==> config.mk <==
export PLATFORM = sky130hd
export DESIGN_NAME = vmon_ctrl
export DESIGN_NICKNAME = d
export VERILOG_FILES = /design/src/rtl/vmon_pkg.sv /design/src/rtl/vmon_ctrl.sv
export SDC_FILE = /design/constraint.sdc
export NUM_CORES = 1
export LEC_CHECK = 0
export CORE_MARGIN = 3
export CORE_UTILIZATION = 25
export CTS_CLUSTER_SIZE = 8
export DETAILED_ROUTE_END_ITERATION = 16
export DONT_BUFFER_PORTS = 1
export GPL_TIMING_DRIVEN = 0
export HOLD_SLACK_MARGIN = 0.03
export SLEW_MARGIN = 10
export SYNTH_ARGS = -nofsm -noshare
export SYNTH_HDL_FRONTEND = slang
export SYNTH_SLANG_ARGS = --single-unit
==> constraint.sdc <==
create_clock -name CLK_SYS -period 4.9 [get_ports CLK_SYS]
set_input_delay 0.98 -clock CLK_SYS [delete_from_list [all_inputs] [get_ports CLK_SYS]]
set_output_delay 0.98 -clock CLK_SYS [all_outputs]
set_load 0.01 [all_outputs]
==> src/rtl/vmon_pkg.sv <==
// package: constants and carriers for the voltage monitor control block
package vmon_pkg;
    // filter sampling clock select codes
    localparam logic [1:0] FCLK_DIV1 = 2'h0;
    localparam logic [1:0] FCLK_DIV2 = 2'h1;
    localparam logic [1:0] FCLK_DIV4 = 2'h2;
    localparam logic [1:0] FCLK_DIV8 = 2'h3;
    // filter settle before qualified detections count, in sample clocks
    localparam int unsigned FILT_SETTLE = 4;
    localparam logic [2:0] FILT_SETTLE_C = 3'h4;
    localparam logic [2:0] SMP_DIV_W0 = 3'h0;
    // mode and timing select encoding
    localparam logic MODE_IRQ = 1'b0;
    localparam logic MODE_RST = 1'b1;
    localparam logic TIMING_FALL = 1'b1;

    // control bits of one monitor, written as one word
    typedef struct packed {
        logic req_timing;
        logic mode_sel;
        logic filter_off;
        logic [1:0] filter_clk_sel;
    } mon_cfg_t;

    typedef enum logic [1:0] {
        ST_OFF = 2'b00,
        ST_SETTLE = 2'b01,
        ST_ARMED = 2'b11
    } mon_state_t;
endpackage

==> src/rtl/vmon_ctrl.sv <==
// voltage monitor 1 and 2 control: filter, flags, interrupt and reset requests
`timescale 1ns/1ps
module vmon_ctrl
    import vmon_pkg::*;
(
    input wire logic CLK_SYS,
    input wire logic RSTN,
    input wire logic LSO_CLK,
    input wire logic LSO_STOP,
    input wire logic DET1_CIRCUIT_EN,
    input wire logic DET2_CIRCUIT_EN,
    input wire logic CMP1_BELOW,
    input wire logic CMP2_BELOW,
    input wire vmon_pkg::mon_cfg_t MON1_CFG_WDATA,
    input wire logic MON1_CFG_WE,
    input wire logic MON1_EN,
    input wire logic MON1_FLAG_CLR,
    input wire vmon_pkg::mon_cfg_t MON2_CFG_WDATA,
    input wire logic MON2_CFG_WE,
    input wire logic MON2_EN,
    input wire logic MON2_FLAG_CLR,
    output logic [4:0] MON1_CFG,
    output logic [4:0] MON2_CFG,
    output logic MON1_PASS_FLAG,
    output logic MON2_PASS_FLAG,
    output logic MON1_ARMED,
    output logic MON2_ARMED,
    output logic MON2_IRQ,
    output logic CHIP_RST_REQ
);
    import vmon_pkg::*;

    // ----------------------------------------------------------------
    // input synchronisers
    // ----------------------------------------------------------------
    logic [4:0] sync1_r, sync1_nxt, sync2_r, sync2_nxt;
    // order: lso clock, cmp1, cmp2, det1, det2
    always_comb begin
        sync1_nxt = {LSO_CLK, CMP1_BELOW, CMP2_BELOW, DET1_CIRCUIT_EN, DET2_CIRCUIT_EN};
        sync2_nxt = sync1_r;
    end
    always_ff @(posedge CLK_SYS or negedge RSTN) begin
        if (!RSTN) begin
            sync1_r <= 5'h00;
            sync2_r <= 5'h00;
        end else begin
            sync1_r <= sync1_nxt;
            sync2_r <= sync2_nxt;
        end
    end
    logic lso_s, cmp1_s, cmp2_s, det1_s, det2_s;
    assign lso_s = sync2_r[4];
    assign cmp1_s = sync2_r[3];
    assign cmp2_s = sync2_r[2];
    assign det1_s = sync2_r[1];
    assign det2_s = sync2_r[0];

    // ----------------------------------------------------------------
    // sampling tick: lso rising edge divided per select
    // ----------------------------------------------------------------
    logic lso_d_r, lso_d_nxt;
    logic [2:0] div_r, div_nxt;
    logic lso_rise;
    assign lso_rise = lso_s & ~lso_d_r & ~LSO_STOP; // stopped oscillator gives no ticks
    always_comb begin
        lso_d_nxt = lso_s;
        div_nxt = lso_rise ? div_r + 3'h1 : div_r;
    end
    always_ff @(posedge CLK_SYS or negedge RSTN) begin
        if (!RSTN) begin
            lso_d_r <= 1'b0;
            div_r <= SMP_DIV_W0;
        end else begin
            lso_d_r <= lso_d_nxt;
            div_r <= div_nxt;
        end
    end

    // tick for a given select; shared by both monitors
    function automatic logic smp_tick(input logic [1:0] sel, input logic rise, input logic [2:0] cnt);
        case (sel)
            FCLK_DIV1: smp_tick = rise;
            FCLK_DIV2: smp_tick = rise & (cnt[0] == 1'b0);
            FCLK_DIV4: smp_tick = rise & (cnt[1:0] == 2'h0);
            FCLK_DIV8: smp_tick = rise & (cnt == 3'h0);
            default: smp_tick = 1'b0;
        endcase
    endfunction

    // ----------------------------------------------------------------
    // per-monitor logic, index 0 is monitor 1, index 1 is monitor 2
    // ----------------------------------------------------------------
    mon_cfg_t cfg_r [2];
    mon_cfg_t cfg_nxt [2];
    mon_state_t st_r [2];
    mon_state_t st_nxt [2];
    logic [2:0] set_r [2];
    logic [2:0] set_nxt [2];
    logic [1:0] hist_r, hist_nxt, prev_r, prev_nxt, flag_r, flag_nxt, lvl_r, lvl_nxt;
    logic [1:0] en_in, we_in, clr_in, det_in, cmp_in, tick, qual, armed;
    mon_cfg_t wd [2];

    always_comb begin
        en_in = {MON2_EN, MON1_EN};
        we_in = {MON2_CFG_WE, MON1_CFG_WE};
        clr_in = {MON2_FLAG_CLR, MON1_FLAG_CLR};
        det_in = {det2_s, det1_s};
        cmp_in = {cmp2_s, cmp1_s};
        wd[0] = MON1_CFG_WDATA;
        wd[1] = MON2_CFG_WDATA;
        // monitor 1 has reset mode only in this version
        wd[0].mode_sel = MODE_RST;
        for (int i = 0; i < 2; i++) begin
            cfg_nxt[i] = cfg_r[i];
            // whole word lands at once, only while disabled
            if (we_in[i] && !en_in[i]) begin
                cfg_nxt[i] = wd[i];
            end
            tick[i] = smp_tick(cfg_r[i].filter_clk_sel, lso_rise, div_r);
            // filter: level accepted after two equal samples
            hist_nxt[i] = tick[i] ? cmp_in[i] : hist_r[i];
            lvl_nxt[i] = lvl_r[i];
            if (cfg_r[i].filter_off) begin
                lvl_nxt[i] = cmp_in[i];
            end else if (tick[i] && (hist_r[i] == cmp_in[i])) begin
                lvl_nxt[i] = cmp_in[i];
            end
            prev_nxt[i] = lvl_r[i];
            // timing 1 or filter on: falling to threshold; timing 0 with filter off: rising back above
            if (cfg_r[i].req_timing == TIMING_FALL || !cfg_r[i].filter_off) begin
                qual[i] = lvl_r[i] & ~prev_r[i];
            end else begin
                qual[i] = ~lvl_r[i] & prev_r[i];
            end
            st_nxt[i] = st_r[i];
            set_nxt[i] = set_r[i];
            case (st_r[i])
                ST_OFF: begin
                    set_nxt[i] = 3'h0;
                    if (en_in[i] && det_in[i]) begin
                        st_nxt[i] = cfg_r[i].filter_off ? ST_ARMED : ST_SETTLE;
                    end
                end
                ST_SETTLE: begin
                    if (tick[i]) begin
                        set_nxt[i] = set_r[i] + 3'h1;
                    end
                    if (set_r[i] == FILT_SETTLE_C) begin
                        st_nxt[i] = ST_ARMED;
                    end
                end
                ST_ARMED: ;
                default: st_nxt[i] = ST_OFF;
            endcase
            if (!en_in[i] || !det_in[i]) begin
                st_nxt[i] = ST_OFF;
            end
            armed[i] = (st_r[i] == ST_ARMED);
            // set wins over clear
            flag_nxt[i] = flag_r[i];
            if (clr_in[i]) begin
                flag_nxt[i] = 1'b0;
            end
            if (armed[i] && qual[i]) begin
                flag_nxt[i] = 1'b1;
            end
        end
    end

    always_ff @(posedge CLK_SYS or negedge RSTN) begin
        if (!RSTN) begin
            for (int i = 0; i < 2; i++) begin
                cfg_r[i] <= '0;
                st_r[i] <= ST_OFF;
                set_r[i] <= 3'h0;
            end
            hist_r <= 2'h0;
            prev_r <= 2'h0;
            lvl_r <= 2'h0;
            flag_r <= 2'h0;
        end else begin
            for (int i = 0; i < 2; i++) begin
                cfg_r[i] <= cfg_nxt[i];
                st_r[i] <= st_nxt[i];
                set_r[i] <= set_nxt[i];
            end
            hist_r <= hist_nxt;
            prev_r <= prev_nxt;
            lvl_r <= lvl_nxt;
            flag_r <= flag_nxt;
        end
    end

    // ----------------------------------------------------------------
    // request outputs, registered
    // ----------------------------------------------------------------
    logic irq_r, irq_nxt, rst_r, rst_nxt;
    always_comb begin
        irq_nxt = armed[1] & qual[1] & (cfg_r[1].mode_sel == MODE_IRQ);
        // reset held until chip reset clears this block
        rst_nxt = rst_r | (armed[0] & qual[0] & (cfg_r[0].mode_sel == MODE_RST))
                | (armed[1] & qual[1] & (cfg_r[1].mode_sel == MODE_RST));
    end
    always_ff @(posedge CLK_SYS or negedge RSTN) begin
        if (!RSTN) begin
            irq_r <= 1'b0;
            rst_r <= 1'b0;
        end else begin
            irq_r <= irq_nxt;
            rst_r <= rst_nxt;
        end
    end

    assign MON1_CFG = cfg_r[0];
    assign MON2_CFG = cfg_r[1];
    assign MON1_PASS_FLAG = flag_r[0];
    assign MON2_PASS_FLAG = flag_r[1];
    assign MON1_ARMED = armed[0];
    assign MON2_ARMED = armed[1];
    assign MON2_IRQ = irq_r;
    assign CHIP_RST_REQ = rst_r;
endmodule

* Yosys cells after proc, flatten, opt, wreduce, memory -nomap -nowiden
Cells that the tools add are included.
Word-level totals: bits in registers 44, latch bits 0, bits in writable memories 0, bits in read-only memories 0, input port bits 24, output and inout bits 16, logic and storage cells 134, memories 0
Operators by class: add/sub/neg operators 3, multiply operators 0, div/mod/pow operators 0, $lt $le $gt $ge 0, equal/unequal tests 22, shift-type cells 0, multiplexer cells 26, bitwise gates (word level) 24, reduce and logical (&&, ||, !) cells 34
Operators by type and width (number):
- 2-bit 2-to-1 mux | 8
- 1-bit bitwise AND | 14
- 2-bit == test, second input constant | 6
- 3-bit inequality test, second input constant | 4
- 2-bit one-hot mux with 3 select lines | 2
- 3-bit one-hot mux with 2 select lines | 2
- 2-bit nonzero test | 6
- 2-bit logical NOT | 5
- 1-bit 2-to-1 mux | 10
- 3-bit by 1-bit adder with 3-bit output, second input constant | 3
- 2-bit by 1-bit == test with 1-bit output, second input constant | 4
- 1-bit logical AND | 8
- 1-bit inverter | 8
- 1-bit one-hot mux with 4 select lines | 2
- 3-bit == test, second input constant | 2
- 1-bit logical NOT | 6
- 3-bit 2-to-1 mux | 2
- 3-bit AND reduction | 2
- 1-bit logical OR | 4
- 2-bit by 1-bit inequality test with 1-bit output, second input constant | 2
- 2-bit inequality test, second input constant | 2
- 2-bit AND reduction | 2
- 3-bit logical NOT | 1
- 1-bit == test | 2
- 1-bit OR | 2

* Logic depth before layout (Yosys ltp)
depth in word-level cells 8, mapped depth 6, depth with buffers taken out 6

* Worst setup path before layout
No wires, ideal clock.
kind input-to-reg, start point input LSO_STOP, end point register set_r[2] in the netlist's numbering, setup time 69 ps, arrival time 1993 ps, setup slack 2838 ps, stages on the path 4, cells stage by stage nor3b_4 o211ai_4 or4_1 nand3_1
On the way: cells in the longest elaborated chain, start to end 6, elaborated cells between the ends (all ways) 8
RTL lines:
- start, declared | line vmon_ctrl.sv:9 | input wire logic LSO_STOP,
- 1-bit inverter (*) | line vmon_ctrl.sv:64 | assign lso_rise = lso_s & ~lso_d_r & ~LSO_STOP;
- 1-bit bitwise AND (*) | line vmon_ctrl.sv:64
- 1-bit bitwise AND, on equally long branches | line vmon_ctrl.sv:85, vmon_ctrl.sv:83, vmon_ctrl.sv:84
- 1-bit one-hot mux with 4 select lines (*) | line vmon_ctrl.sv:81 | case (sel)
- 2-bit inequality test (no source line) (*)
- 2-bit AND reduction (no source line) (*)
- end signal, assigned by index | line vmon_ctrl.sv:185 | set_r[i] <= set_nxt[i];
- end, declared | line vmon_ctrl.sv:97 | logic [2:0] set_r [2];
Mark *: on every way between the ends. The rest lies on a longest branch, timed or not. A chain may end at the register's enable or synchronous reset.

* Worst setup path in the final report
start point register st_r[0] in the netlist's numbering, end point output MON2_ARMED
On the way: cells in the longest elaborated chain, start to end 1
RTL lines:
- start, declared | line vmon_ctrl.sv:95 | mon_state_t st_r [2];
- start signal, assigned by index | line vmon_ctrl.sv:184 | st_r[i] <= st_nxt[i];
- 2-bit == test | line vmon_ctrl.sv:158 | armed[i] = (st_r[i] == ST_ARMED);
- end, declared | line vmon_ctrl.sv:27 | output logic MON2_ARMED,
Every way passes these cells.

==> run summary <==
sink of the worst hold path -> sync2_r[2]
Slew Limit Fails -> 0
worst skew pair latency -> 280 ps
Slowest-stage cell, CP -> dfrtp_1
Critical Path Start -> st_r[0]
Worst VDD drop -> 0.000120 V
clk sinks -> 44
Tot Pwr -> 0.775 mW
DR iter-0 viols -> 54
first-pass GRT wire length -> 5960 um
DR vias/cell -> 4.34
# setup viols final -> 0
Synth async-reset ratio -> 100%
largest area contributor in the netlist -> dfrtp_1
die footprint -> 8330 um2
Setup WS post-layout -> 2840 ps
root buffer cell -> clkbuf_8
critical path cell sequence -> inv_1 > nor2_1
hold_sp -> sync1_r[2]
deepest clock path buffer count -> 2
global-route met1 utilization -> 11.5%
die width -> 91.3 um
period utilization -> 42.0%
Comb power frac -> 12.8%
most frequent cells after synthesis -> 44 x dfrtp_1, 20 x inv_1, 14 x nand2_1
antenna viol nets, final -> 0
maximum fanout along the worst path -> 7
grt ovf -> 0
synthesized area -> 1820 um2
Synth top area share -> 60.6%
Post-CTS Resized -> 0
drt drc -> 0
Hold WC Path Type -> flip-flop to flip-flop
WP data required -> 3920 ps
Distinct cells, synth -> 34
Starting Density -> 26.3%
Slew HR -> 63.1%
placed inst area -> 1940 um2
clock skew -> 3.22 ps
setup bufs post-CTS -> 0
Seq pwr share -> 59.9%
IO Pins -> 40
Clock Power Share -> 27.3%
core area -> 6910 um2
met3 GRT Util -> 2.49%
initial antenna violation count -> 0
leakage power total -> 0.879 nW
setup TNS -> 0 ps
Critical Path Sink Type -> output pin
Synth Warn # -> 0
WP data arrival -> 1080 ps
Worst-Margin Slew -> 552 ps
drt first pass iters -> 4
Max Cap Viol -> 0
Power Internal -> 0.561 mW
fin crit period -> 2060 ps
DP Cell Count -> 251
fin nets -> 192
Crit Path Category -> flip-flop to output pin
largest net degree at the start of global routing -> 45
r2r startpoint -> div_r[0]
flops & latches, synth -> 44
DR WL/cell -> 13.5 um
top_reg_cell synth -> dfrtp_1
Tot GR Track Use -> 9.18%
switching share of power -> 27.7%
type of origin of the critical path -> flip-flop
Antenna Cells -> 0
Post-CTS Hold Buffers -> 0
hold path depth -> 0
most numerous cell in the Yosys netlist -> dfrtp_1
r2r setup slk -> 3070 ps
RSZ-0062 raised after global routing -> no
Syn Nets -> 185
pre-CTS setup slack -> 2690 ps
via count -> 1119
gpl congestion -> 0.715
Most Crowded Layer GR -> met2
crit-path max cell delay -> 460 ps
Net Sw Power -> 0.215 mW
pwr/cell area -> 385 nW/um2
number of global-route vias before repair -> 1208
Reg clk slew, reported paths -> 80 ps
TritonCTS Buffers -> 5
final instance count without filler cells -> 258
Fmax -> 0.486 GHz
syn_area_per_cell -> 11.7 um2
Detail Placement HPWL -> 2580 um
H-tree depth -> 2
design area -> 2020 um2
# rows -> 30
number of synthesized flops with an enable pin -> 0
top cells by area, synth -> dfrtp_1 61%, mux2_2 5.0%, ha_1 4.1%
layout cell share with drive strength beyond 1 -> 11.7%
die height -> 91.3 um
Reg2Reg Depth -> 6
outcome -> finished clean
reg2reg end -> set_r[2]
Total Wirelength -> 3480 um
CTS tree -> yes
met2 Resource Use GR -> 14.5%
port buffer count -> 0
Hold Vio Cnt, Final -> 0
sequential share of the synthesized area -> 60.6%
post-synthesis instance total -> 155
# fillers -> 734
Area Growth Syn to Fin -> 10.9%
worst max-delay path by stage:
stage                      end  cells after the start
floorplan             set_r[2]                      4
global placement      set_r[2]                      4
detailed placement    set_r[2]                      4
CTS                 MON2_ARMED                      2
global route        MON2_ARMED                      2
finish              MON2_ARMED                      2
routing by layer:
| layer | routed length, um | share of wire [%] |
|---|---|---|
| met1 | 1630 | 47 |
| met2 | 1610 | 46 |
| met3 | 155 | 4.5 |
| met4 | 79 | 2.3 |
| met5 | 0 | 0 |
per-stage QoR:
| stage | utilization [%] | hold slack, ps |
|---|---|---|
| floorplan | - | 331 |
| global placement | 28.1 | 335 |
| detailed placement | 28.1 | 336 |
| CTS | 29.2 | 356 |
| global route | 29.2 | 356 |
| finish | 29.2 | 351 |
flip-flops by register name, summed over array words and instances (netlist names):
signal        flops
sync2_r           5
prev_r            2
sync1_r           5
st_r              4
lvl_r             2
MON2_IRQ          1
flag_r            2
div_r             3
MON1_CFG          5
CHIP_RST_REQ      1
set_r             6
lso_d_r           1
MON2_CFG          5
hist_r            2
worst max-delay path: cells and delay by family (launching register included):
family,cells,cell delay [ps]
and+or+nand+nor,1,250
DFF,1,460
buffers and inverters,1,90
power groups by stage:
| stage | Clock [mW] | Sequential, mW | Combinational, mW |
|---|---|---|---|
| floorplan | 0 | 0.457 | 0.0854 |
| global placement | 0 | 0.470 | 0.0954 |
| detailed placement | 0 | 0.472 | 0.100 |
| CTS | 0.225 | 0.465 | 0.100 |
| global route | 0.240 | 0.473 | 0.116 |
| finish | 0.212 | 0.464 | 0.0996 |
placed cells by master (no fill, tap or decap), types with 2 or more instances in the layout:
master	instances
mux2_2	8
nand2_1	14
nor2_1	4
nand3b_1	2
dfrtp_1	44
a21boi_0	2
nor3b_1	2
a21oi_1	10
inv_1	20
o211ai_1	2
and3b_1	2
clkbuf_8	5
nor2b_1	4
clkbuf_1	2
xnor2_1	2
ha_1	6
o21ai_0	12
nand3_1	3
kinds of logic (layout without fill, tap and decap cells):
logic type | after synthesis | count (layout) | synth area share, %
flip-flops | 44 | 44 | 60.6
AND/OR/NAND/NOR | 38 | 38 | 11.8
AO/OA/AOI/OAI | 36 | 36 | 13.2
buffers and inverters | 21 | 28 | 4.34
multiplexers | 8 | 8 | 4.96
adder cells (fa/ha/maj) | 6 | 6 | 4.13
XOR/XNOR | 2 | 2 | 0.964
layout make-up:
type	count	area (um2)	area share (%)
tap	96	120	5.96
sequential	44	1100	54.6
clock buffer	6	72.6	3.60
inverter	20	75.1	3.72
buffer	1	3.75	0.186
multi-input combinational	90	638	31.7
clock inverter	1	5.00	0.248
No activity file was read; power rests on OpenSTA's default activity.
